$ cat config.mk
export PLATFORM = sky130hd
export DESIGN_NAME = bsc_regs
export DESIGN_NICKNAME = d
export VERILOG_FILES = /design/src/hw/bsc_pkg.sv /design/src/hw/bsc_regs.sv
export SDC_FILE = /design/constraint.sdc
export NUM_CORES = 1
export LEC_CHECK = 0
export BUFFER_PORTS_ARGS = -buffer_cell sky130_fd_sc_hd__buf_2
export CAP_MARGIN = 20
export CORE_ASPECT_RATIO = 1.4
export CORE_MARGIN = 4
export CORE_UTILIZATION = 60
export DETAILED_ROUTE_END_ITERATION = 8
export HOLD_SLACK_MARGIN = 0.05
export PLACE_DENSITY = 0.84
export SLEW_MARGIN = 20
export SYNTH_ARGS = -nofsm -noshare
export SYNTH_HDL_FRONTEND = slang
export SYNTH_SLANG_ARGS = --single-unit
$ cat constraint.sdc
create_clock -name core_clk -period 3.2 [get_ports core_clk]
set_input_delay 0.16 -clock core_clk [delete_from_list [all_inputs] [get_ports core_clk]]
set_output_delay 0.16 -clock core_clk [all_outputs]
set_load 0.1 [all_outputs]
$ cat src/hw/bsc_pkg.sv
// Purpose: Constants and types for the bias and system control register bank
// Assumes: One 40 MHz core clock, registers reached over a plain strobe port
// Notes: Field positions count from bit 0 of each 8-bit register
package bsc_pkg;

  localparam logic [7:0] BIAS_ADDR = 8'h08;
  localparam logic [7:0] SYS_ADDR = 8'h09;
  localparam logic [7:0] BIAS_RESET = 8'h00;
  localparam logic [7:0] SYS_RESET = 8'h10;

  localparam int BIAS_LEVEL_BIT = 7;
  localparam int BIAS_CONN_MSB = 6;
  localparam int MON_MSB = 7;
  localparam int MON_LSB = 5;
  localparam int CAL_MSB = 4;
  localparam int CAL_LSB = 3;
  localparam int TIMEOUT_BIT = 2;
  localparam int CRC_BIT = 1;
  localparam int STAT_BIT = 0;

  localparam logic [1:0] PGA_EN_ON = 2'h1;
  localparam logic [4:0] CAL_COUNT_1 = 5'h01;
  localparam logic [4:0] CAL_COUNT_4 = 5'h04;
  localparam logic [4:0] CAL_COUNT_8 = 5'h08;
  localparam logic [4:0] CAL_COUNT_16 = 5'h10;

  // Polynomial and seed are plain defaults
  localparam logic [7:0] CRC_POLY = 8'h07;
  localparam logic [7:0] CRC_INIT = 8'h00;

  typedef enum logic [2:0] {
    MON_OFF = 3'b000,
    MON_MIDSUPPLY = 3'b001,
    MON_TEMP = 3'b010,
    MON_ANALOG_SUPPLY = 3'b011,
    MON_DIGITAL_SUPPLY = 3'b100,
    MON_BURNOUT_LOW = 3'b101,
    MON_BURNOUT_MID = 3'b110,
    MON_BURNOUT_HIGH = 3'b111
  } bsc_mon_t;

  typedef enum logic [1:0] {
    CAL_SEL_1 = 2'b00,
    CAL_SEL_4 = 2'b01,
    CAL_SEL_8 = 2'b10,
    CAL_SEL_16 = 2'b11
  } bsc_cal_t;

  typedef enum logic [2:0] {
    RD_IDLE = 3'b000,
    RD_STATUS = 3'b001,
    RD_HIGH = 3'b010,
    RD_LOW = 3'b011,
    RD_CRC = 3'b100
  } bsc_rd_state_t;

  typedef struct packed {
    logic [7:0] addr;
    logic [7:0] wdata;
    logic wr;
    logic rd;
  } bsc_bus_req_t;

  typedef struct packed {
    logic [15:0] result;
    logic [7:0] status;
    logic start;
  } bsc_conv_t;

  typedef struct packed {
    logic [7:0] data;
    logic valid;
    logic last;
  } bsc_byte_t;

  typedef struct packed {
    logic bias_level_select;
    logic [6:0] bias_connect;
    logic bias_gen_enable;
    logic mux_inputs_open;
    logic pga_to_midsupply;
    logic temp_sensor_enable;
    logic analog_supply_monitor;
    logic digital_supply_monitor;
    logic gain_force_one;
    logic burnout_enable;
    logic [1:0] burnout_level;
    logic [4:0] calibration_average_count;
    logic timeout_enable;
    logic crc_enable;
    logic status_byte_enable;
  } bsc_analog_ctrl_t;

endpackage

$ cat src/hw/bsc_regs.sv
// Purpose: Bias select and system control registers with decoded controls
// Assumes: Bus master and conversion source run on core_clk
// Notes: Readout framer serialises one conversion into bytes
`timescale 1ns/10ps
module bsc_regs (
  input wire logic core_clk,
  input wire logic rstn,
  input wire bsc_pkg::bsc_bus_req_t bus_req,
  output logic [7:0] bus_rdata,
  input wire logic [1:0] amplifier_enable_field,
  input wire bsc_pkg::bsc_conv_t conv_in,
  output bsc_pkg::bsc_analog_ctrl_t analog_ctrl,
  output bsc_pkg::bsc_byte_t readout_byte,
  output logic readout_busy,
  output logic temp_amp_config_error
);

  typedef struct packed {
    logic [7:0] bias;
    logic [7:0] system_control;
    logic [7:0] rdata;
    bsc_pkg::bsc_analog_ctrl_t ctrl;
    logic temp_err;
    bsc_pkg::bsc_rd_state_t rd_state;
    logic [15:0] cap_result;
    logic [7:0] cap_status;
    logic cap_crc_en;
    logic [7:0] crc;
    bsc_pkg::bsc_byte_t out_byte;
    logic busy;
  } bsc_state_t;

  bsc_state_t state_q;
  bsc_state_t state_d;

  function automatic logic [7:0] bsc_crc_byte(input logic [7:0] crc_in,
                                              input logic [7:0] data);
    logic [7:0] c;
    c = crc_in ^ data;
    for (int i = 0; i < 8; i++) begin
      if (c[7]) begin
        c = {c[6:0], 1'b0} ^ bsc_pkg::CRC_POLY;
      end else begin
        c = {c[6:0], 1'b0};
      end
    end
    return c;
  endfunction

  function automatic bsc_pkg::bsc_analog_ctrl_t bsc_decode(input logic [7:0] bias,
                                                          input logic [7:0] system_control);
    bsc_pkg::bsc_analog_ctrl_t c;
    bsc_pkg::bsc_mon_t mon;
    c = '0;
    mon = bsc_pkg::bsc_mon_t'(system_control[bsc_pkg::MON_MSB:bsc_pkg::MON_LSB]);
    c.bias_level_select = bias[bsc_pkg::BIAS_LEVEL_BIT];
    // Each bit drives its own switch, so any mix is legal
    c.bias_connect = bias[bsc_pkg::BIAS_CONN_MSB:0];
    c.bias_gen_enable = |bias[bsc_pkg::BIAS_CONN_MSB:0];
    case (mon)
      bsc_pkg::MON_OFF: begin
        c.mux_inputs_open = 1'b0;
      end
      bsc_pkg::MON_MIDSUPPLY: begin
        c.pga_to_midsupply = 1'b1;
        c.mux_inputs_open = 1'b1;
      end
      bsc_pkg::MON_TEMP: begin
        c.temp_sensor_enable = 1'b1;
        c.mux_inputs_open = 1'b1;
      end
      bsc_pkg::MON_ANALOG_SUPPLY: begin
        c.analog_supply_monitor = 1'b1;
        c.gain_force_one = 1'b1;
        c.mux_inputs_open = 1'b1;
      end
      bsc_pkg::MON_DIGITAL_SUPPLY: begin
        c.digital_supply_monitor = 1'b1;
        c.gain_force_one = 1'b1;
        c.mux_inputs_open = 1'b1;
      end
      bsc_pkg::MON_BURNOUT_LOW: begin
        c.burnout_enable = 1'b1;
        c.burnout_level = 2'h0;
      end
      bsc_pkg::MON_BURNOUT_MID: begin
        c.burnout_enable = 1'b1;
        c.burnout_level = 2'h1;
      end
      bsc_pkg::MON_BURNOUT_HIGH: begin
        c.burnout_enable = 1'b1;
        c.burnout_level = 2'h2;
      end
      default: begin
        c.mux_inputs_open = 1'b0;
      end
    endcase
    case (bsc_pkg::bsc_cal_t'(system_control[bsc_pkg::CAL_MSB:bsc_pkg::CAL_LSB]))
      bsc_pkg::CAL_SEL_1: c.calibration_average_count = bsc_pkg::CAL_COUNT_1;
      bsc_pkg::CAL_SEL_4: c.calibration_average_count = bsc_pkg::CAL_COUNT_4;
      bsc_pkg::CAL_SEL_8: c.calibration_average_count = bsc_pkg::CAL_COUNT_8;
      bsc_pkg::CAL_SEL_16: c.calibration_average_count = bsc_pkg::CAL_COUNT_16;
      default: c.calibration_average_count = bsc_pkg::CAL_COUNT_8;
    endcase
    c.timeout_enable = system_control[bsc_pkg::TIMEOUT_BIT];
    c.crc_enable = system_control[bsc_pkg::CRC_BIT];
    c.status_byte_enable = system_control[bsc_pkg::STAT_BIT];
    return c;
  endfunction

  always_comb begin
    state_d = state_q;
    state_d.rdata = 8'h00;
    state_d.out_byte = '0;

    // Register writes; values are held until the next write or reset
    if (bus_req.wr) begin
      case (bus_req.addr)
        bsc_pkg::BIAS_ADDR: state_d.bias = bus_req.wdata;
        bsc_pkg::SYS_ADDR: state_d.system_control = bus_req.wdata;
        default: state_d.bias = state_q.bias;
      endcase
    end

    // Read data stands for one cycle only; unmapped reads return zero
    if (bus_req.rd) begin
      case (bus_req.addr)
        bsc_pkg::BIAS_ADDR: state_d.rdata = state_q.bias;
        bsc_pkg::SYS_ADDR: state_d.rdata = state_q.system_control;
        default: state_d.rdata = 8'h00;
      endcase
    end

    // Decode from the next values so controls follow a write with no extra lag
    state_d.ctrl = bsc_decode(state_d.bias, state_d.system_control);

    // Temperature sensing needs the amplifier on; flag a bad host setup
    state_d.temp_err = state_d.ctrl.temp_sensor_enable &&
                       (amplifier_enable_field != bsc_pkg::PGA_EN_ON);

    // Framing is fixed at start so a mid-frame write cannot tear a readout
    case (state_q.rd_state)
      bsc_pkg::RD_IDLE: begin
        if (conv_in.start) begin
          state_d.cap_result = conv_in.result;
          state_d.cap_status = conv_in.status;
          state_d.cap_crc_en = state_q.ctrl.crc_enable;
          state_d.crc = bsc_pkg::CRC_INIT;
          if (state_q.ctrl.status_byte_enable) begin
            state_d.rd_state = bsc_pkg::RD_STATUS;
          end else begin
            state_d.rd_state = bsc_pkg::RD_HIGH;
          end
        end
      end
      bsc_pkg::RD_STATUS: begin
        state_d.out_byte.data = state_q.cap_status;
        state_d.out_byte.valid = 1'b1;
        state_d.crc = bsc_crc_byte(state_q.crc, state_q.cap_status);
        state_d.rd_state = bsc_pkg::RD_HIGH;
      end
      bsc_pkg::RD_HIGH: begin
        state_d.out_byte.data = state_q.cap_result[15:8];
        state_d.out_byte.valid = 1'b1;
        state_d.crc = bsc_crc_byte(state_q.crc, state_q.cap_result[15:8]);
        state_d.rd_state = bsc_pkg::RD_LOW;
      end
      bsc_pkg::RD_LOW: begin
        state_d.out_byte.data = state_q.cap_result[7:0];
        state_d.out_byte.valid = 1'b1;
        state_d.out_byte.last = !state_q.cap_crc_en;
        state_d.crc = bsc_crc_byte(state_q.crc, state_q.cap_result[7:0]);
        if (state_q.cap_crc_en) begin
          state_d.rd_state = bsc_pkg::RD_CRC;
        end else begin
          state_d.rd_state = bsc_pkg::RD_IDLE;
        end
      end
      bsc_pkg::RD_CRC: begin
        state_d.out_byte.data = state_q.crc;
        state_d.out_byte.valid = 1'b1;
        state_d.out_byte.last = 1'b1;
        state_d.rd_state = bsc_pkg::RD_IDLE;
      end
      default: begin
        state_d.rd_state = bsc_pkg::RD_IDLE;
      end
    endcase
    state_d.busy = (state_d.rd_state != bsc_pkg::RD_IDLE);
  end

  always_ff @(posedge core_clk or negedge rstn) begin
    if (!rstn) begin
      state_q <= '0;
      state_q.bias <= bsc_pkg::BIAS_RESET;
      state_q.system_control <= bsc_pkg::SYS_RESET;
      state_q.ctrl.calibration_average_count <= bsc_pkg::CAL_COUNT_8;
      state_q.rd_state <= bsc_pkg::RD_IDLE;
      state_q.crc <= bsc_pkg::CRC_INIT;
    end else begin
      state_q <= state_d;
    end
  end

  assign bus_rdata = state_q.rdata;
  assign analog_ctrl = state_q.ctrl;
  assign readout_byte = state_q.out_byte;
  assign readout_busy = state_q.busy;
  assign temp_amp_config_error = state_q.temp_err;

endmodule

# Word level (Yosys, flattened, before mapping)
# Cells that the tools add are included.
[op_classes]
eq_ne = 18
n_mux = 65
bitwise_logic = 27
reduce_logical = 11
[op_table]
columns = ["cell", "n"]
rows = [
  ["8-bit two-way mux", 24],
  ["3-bit two-way mux", 25],
  ["3-bit NOT", 24],
  ["36-bit two-way mux", 1],
  ["9-bit one-hot mux with 4 select lines", 1],
  ["8-bit one-hot mux with 4 select lines", 1],
  ["8-bit bitwise XOR", 3],
  ["5-bit one-hot mux with 4 select lines", 1],
  ["8-bit by 4-bit == test with 1-bit output (second input constant)", 2],
  ["16-bit two-way mux", 1],
  ["8-bit one-hot mux with 2 select lines", 1],
  ["3-bit == test (second input constant)", 5],
  ["3-bit by 2-bit == test with 1-bit output (second input constant)", 4],
  ["3-bit one-hot mux with 4 select lines", 1],
  ["3-bit one-hot mux with 3 select lines", 1],
  ["7-bit OR reduction", 1],
  ["3-bit by 1-bit == test with 1-bit output (second input constant)", 2],
  ["1-bit two-way mux", 6],
  ["2-bit == test (second input constant)", 2],
  ["2-bit AND reduction", 2],
  ["4-bit nonzero test", 1],
  ["4-bit OR reduction", 1],
  ["3-bit logical NOT", 1],
  ["3-bit nonzero test", 1],
  ["9 further kinds", 9],
]
[totals]
reg_bits = 98
input_bits = 47
output_inout_bits = 46

# Depth between registers and ports, before layout
# Gate-level depths: netlist (run 1).
[logic_depth]
word_depth = 25
mapped_depth = 7
mapped_depth_nobuf = 7

# Worst setup path before layout (run 1)
# No wires, ideal clock.
[synth_path]
kind = "register -> register"
from = "register state_q[45] (netlist bit)"
to = "register state_q[21] (netlist bit)"
arrival_time_ps = 1700
required_time_ps = 3075
setup_slack_ps = 1375
stages_incl_launch_ff = 6
n_path_buf = 2
period_less_slack_ps = 1825
path_cell_list = "dfrtp_1 buf_2 or2_1 nor3b_2 buf_4 mux2_2"
[synth_via]
elab_chain_cells = 2
[synth_rtl]
columns = ["element", "line_no", "source"]
rows = [
  ["start: declaration", "bsc_regs.sv:33", "bsc_state_t state_q;"],
  ["start signal: assignment", "bsc_regs.sv:201", "state_q <= state_d;"],
  ["3-bit logical NOT", "bsc_regs.sv:142", "case (state_q.rd_state)"],
  ["2-bit AND reduction (no line)", "-", ""],
]
# No other way between the ends.
# A chain may end at the register's enable or synchronous reset.

# Worst setup path after layout (run 1)
[layout_path]
from = "register state_q[44] (netlist bit)"
to = "register state_q[34] (netlist bit)"
# The elaborated chain is that of the path after synthesis.

==> impl_metrics.toml, run 1 <==
[outcome]
status = "complete, no violations"

[yosys]
syn_area_per_cell_um2 = 11.2
synth_async_sr_flop_share = 1.00
synth_area_leaders = "dfrtp_1 44%, xnor2_1 9.4%, buf_4 7.3%, mux2_2 6.7%, mux2i_1 3.4%"
ys_seq_area_frac = 0.455
synth_warnings = 0
synth_edf_count = 0
synth_seq_cells = 86
netlist_area_um2 = 4730
synth_top_area_frac = 0.444
yosys.cell_types.count = 58
syn_inst = 423
syn_nets = 470
synth_area_leader_cell = "dfrtp_1"
synth-main-ff-cell = "dfrtp_1"

[detailed_routing]
vias_per_cell = 5.53
first_pass_iters = 5
vias = 3299
routed-wl-met3_um = 623
wl_met2_mm = 5.55
drc = 0
wire_per_inst_um = 17.2
final_antenna_net_count = 0
m1WireLength_mm = 3.69
wl_mm = 10.3
drt_iter0_drc = 181
maxUsedRoutingLayer = "met4"

[floorplan]
chipHeight_um = 113
row_count = 38
ios = 93
coreArea_um2 = 7700
die_w_um = 83.1
initial_core_util = 0.614
die_area_um2 = 9390

[hold_path]
min_path_type = "in -> reg"
min_path_cells = 3

[layout]
diodes = 0
fin_cells = 597
fill_cells = 570
drive_gt1_frac = 0.308
final_area_um2 = 5400
finalNetCount = 539
seqCellArea_um2 = 2150
syn_to_final_growth_pct = 14.2
multi_input_area_um2 = 2130

[setup_path]
cp.required_ps = 3450
slowest_stage = "dfrtp_1"
path_class = "reg -> reg"
reg2reg_depth = 4
cp.depth = 4
worstPathArrival_ps = 2630
end_kind = "register"
critPathLaunchType = "register"
worst_path_largest_cell_delay_ps = 610
path_buf_inv = 1
crit_chain = "or2_1 -> nor3b_4 -> buf_4 -> mux2_2"
path_delay_family = "simple AND/OR/NAND/NOR gates"
cp_max_fo = 16

[sta]
period_needed_ps = 2370
slew_violations = 0
timing.final.ws_setup_ps = 828
hold_viol_final = 0
fin_tns_setup_ps = 0
max_freq_mhz = 422
period_share = 0.741
grt_setup_unrepaired = "no"
slew-limit-headroom = 0.486
setup_viol = 0
skew_ps = 11.8
worst_pin_slew_ps = 772

[clock_tree]
htreeDepth = 3
path_clk_slew_ps = 100
root_buffer = "clkbuf_8"
cts_tree = "yes"
clk_latency_ps = 370
numCtsBuffers = 9
cts.sinks = 86
cts.path.max_buffers = 2

[global_route]
grt_max_degree = 87
grt-ovfl-total = 0
grt_pass1_wl_mm = 16.7
antenna_found_initial = 0
grt_pass1_vias = 3345
groute.usage.overall = 0.226

[power_and_ir_drop]
ir_worst_vdd_mv = 0.566
p_leak_uw = 0.00249
powerDensity_nw_per_um2 = 1220

[placement]
port_buffers = 91
gp_congestion = 0.995
dp_slack_ps = 838
place_inst = 551
dpl_cell_area_um2 = 4890
hpwl_mm = 7.40

[flow_run]
maxCapViolCount = 0
==> cell families (layout without fill, tap and decap cells) <==
logic type,Yosys count,in the layout,synth area share
flops,86,86,0.455
compound gates,59,59,0.0830
buf+inv,69,143,0.0957
xor+xnor,68,68,0.137
simple gates,83,83,0.0931
mux,57,57,0.135
other cells,1,1,0.000792
==> registers in the layout (all words and copies together) (netlist names) <==
name / cells
analog_ctrl: 20
readout_busy: 1
bus_rdata: 8
state_q: 46
temp_amp_config_error: 1
readout_byte: 10
==> per-stage QoR <==
stage / util / hold slack (ps) / power (µW)
floorplan: - / -136 / 5160
global placement: 0.635 / 328 / 5600
detailed placement: 0.635 / 339 / 5730
CTS: 0.701 / 50.0 / 6560
global route: 0.701 / 80.1 / 6970
finish: 0.701 / 77.9 / 6570
==> metal layers <==
metal  global-route usage  vias up
li1                     -     1539
met1                0.239     1609
met2                0.408      119
met3               0.0590       32
met4                0.121        0
met5                    0        -
==> worst register-to-register path: stages, from the launching register on <==
cell and delay, ps:
dfrtp_1 610, or2_1 370, nor3b_4 580, buf_4 340, mux2_2 360
==> path summary, 6_finish.rpt <==
path,from,endpoint,slack (ps)
setup reg to reg,state_q[44],state_q[34],830
hold reg to reg,state_q[19],readout_byte[0],540
setup / recovery,state_q[44],state_q[34],830
min in group asynchronous,rstn,state_q[40],390
hold / removal,bus_req[6],analog_ctrl[6],80
max in group asynchronous,rstn,state_q[22],2270
==> area by class of cell <==
type | count | share of cell area
multi-input combinational | 268 | 0.394
clock inverter | 7 | 0.0148
inverter | 5 | 0.00347
sequential | 86 | 0.399
timing repair buffer | 122 | 0.142
clock buffer | 9 | 0.0229
tap | 100 | 0.0232
==> repair_timing <==
action | CTS | global route
buffers inserted | 0 | 0
hold buffers | 30 | 0
gates resized for setup | 0 | 0
setup endpoints to repair | 0 | 0
endpoints found under the hold margin | 114 | 0
==> where the power goes <==
group          switching [µW]  internal [µW]  leakage, µW
sequential                451           1410      0.00109
combinational            2250           1670      0.00130
clock                     417            370    0.0000968
==> cell usage after synthesis, types with 3 or more instances <==
| cell type | instances |
|---|---|
| dfrtp_1 | 84 |
| nand3b_1 | 3 |
| nand2b_1 | 5 |
| mux2_2 | 28 |
| o211ai_1 | 6 |
| a22oi_1 | 15 |
| mux2i_1 | 16 |
| xor2_1 | 13 |
| xnor2_1 | 51 |
| nor2b_1 | 4 |
| nor2_1 | 27 |
| o22ai_1 | 8 |
| a21oi_1 | 6 |
| o21ai_0 | 11 |
| inv_1 | 3 |
| buf_4 | 46 |
| clkbuf_1 | 9 |
| and2_1 | 3 |
| buf_2 | 5 |
| nor3_1 | 7 |
| nand2_1 | 16 |
| mux2_1 | 10 |
==> layout by cell type, fill, tap and decap left out, drive strengths merged, types with 4 or more instances in the layout <==
cell type	count
a21oi	6
a22oi	15
buf	92
clkbuf	9
dfrtp	84
dlygate4sd3	30
inv	8
mux2	39
mux2i	18
nand2	16
nand2b	5
nor2	27
nor2b	4
nor3	8
o211ai	6
o21ai	13
o22ai	8
xnor2	54
xor2	14
Power figures use the tool's default switching activity.
==> inputs of run 2 (changes only) <==
- CORE_UTILIZATION: 60 -> 56
- PLACE_DENSITY: 0.84 -> 0.79
- clock period: 3.2 -> 2.5 ns (I/O delays scaled with it)
==> impl_metrics.toml, run 2 (synthesis results as in run 1) <==
[outcome]
status = "complete, no violations"

[sta]
skew_ps = 8.53
period_needed_ps = 2050
slew_violations = 0
worst_pin_slew_ps = 639
setup_viol = 0
period_share = 0.820
max_freq_mhz = 488
whs_ps = 65.7
grt_setup_unrepaired = "no"
slew-limit-headroom = 0.574
fin_tns_setup_ps = 0
hold_viol_final = 0

[setup_path]
r2r_end = "state_q[21]"
worstPathArrival_ps = 2280
cp_max_fo = 22
cp.depth = 4
regToRegSetupSlack_ps = 450
end_kind = "register"
critPathLaunchType = "register"
reg2reg_depth = 4
slowest_stage = "dfrtp_1"
r2r_start = "state_q[44]"
path_delay_family = "simple AND/OR/NAND/NOR gates"
cp.required_ps = 2730
path_buf_inv = 1
path_class = "reg -> reg"
worst_path_largest_cell_delay_ps = 610
startpoint = "state_q[44]"
endpoint = "state_q[21]"
crit_chain = "or2_1 -> nor3b_4 -> buf_12 -> mux2_2"

[global_route]
grt_pass1_wl_mm = 16.8
antenna_found_initial = 0
groute.usage.overall = 0.216
grt_max_degree = 42
groute.layer.met2.usage = 0.393
grt_pass1_vias = 3480
met1_usage = 0.238
top_usage_layer = "met2"
grtUsageMet3 = 0.0501
grt-ovfl-total = 0

[clock_tree]
path_clk_slew_ps = 70
cts_hold_buf = 29
numCtsBuffers = 9
post_cts_resized = 0
cts.path.max_buffers = 2
postCtsSetupBuffers = 0
root_buffer = "clkbuf_16"
cts_tree = "yes"
cts.sinks = 86
clk_latency_ps = 340
htreeDepth = 3

[layout]
top_register = "state_q"
drive_gt1_frac = 0.310
fill_cells = 642
final_util = 0.677
largest_register_ffs = 46
fin_cells = 602
final_cell_mix = "90 x buf_2, 84 x dfrtp_1, 51 x xnor2_1"
final_common_cell = "buf_2"
finalNetCount = 542
syn_to_final_growth_pct = 17.2
seqCellArea_um2 = 2150
diodes = 0
multi_input_area_um2 = 2130

[placement]
gp_congestion = 0.891
port_buffers = 91
hpwl_mm = 7.30
place_inst = 557

[floorplan]
ios = 93
die_w_um = 85.7
chipHeight_um = 117
initial_core_util = 0.577
row_count = 39
die_area_um2 = 10000
coreArea_um2 = 8200

[detailed_routing]
wl_mm = 10.2
vias_per_cell = 5.48
drt_iter0_drc = 177
final_antenna_net_count = 0
drc = 0
vias = 3301
wire_per_inst_um = 16.9
first_pass_iters = 4

[hold_path]
min_path_cells = 2
min_path_type = "in -> reg"

[power_and_ir_drop]
powerDensity_nw_per_um2 = 1580
p_leak_uw = 0.00255
ir_worst_vdd_mv = 0.841

[flow_run]
maxCapViolCount = 0
## run 2: cell types whose count changed in the layout (fill, tap and decap cells not counted), sizes merged
cell         change
buf              +4
bufinv           +1
clkbuf           +2
clkinv           -1
dlygate4sd3      -1
inv              -2
## run 2: per-layer routing
layer  wire [µm]  vias up
met3         556       23
met5           0        -
met4         261        0
met1        3870     1620
li1            -     1553
met2        5500      105
## run 2: cell type report
cell class | instances | share of cell area
clock buffer | 11 | 0.0420
clock inverter | 5 | 0.0151
inverter | 5 | 0.00338
multi-input combinational | 268 | 0.384
sequential | 86 | 0.388
tap | 102 | 0.0230
timing repair buffer | 125 | 0.144
## run 2: worst reg2reg max path, stage by stage (launching register included)
cell,delay (ps)
dfrtp_1,610
or2_1,390
nor3b_4,340
buf_12,220
mux2_2,380
## run 2: worst min-delay path by stage
stage,end,start
floorplan,analog_ctrl[10],rstn
global placement,readout_byte[0],rstn
detailed placement,readout_byte[1],rstn
CTS,state_q[84],bus_req[4]
global route,state_q[84],bus_req[4]
finish,state_q[84],bus_req[4]
## run 2: through the flow
step                cell area (µm²)  setup slack, ps  power [µW]
floorplan                      4730              675        6610
global placement               4940              584        7160
detailed placement             4940              484        7300
CTS                            5550              461        8790
global route                   5550              312        9330
finish                         5550              450        8790
## run 2: power breakdown
part	internal (µW)	total (µW)	switching, µW	leakage (µW)
logic	2160	5010	2850	0.00132
registers	1820	2350	537	0.00109
clock network	879	1430	547	0.000146
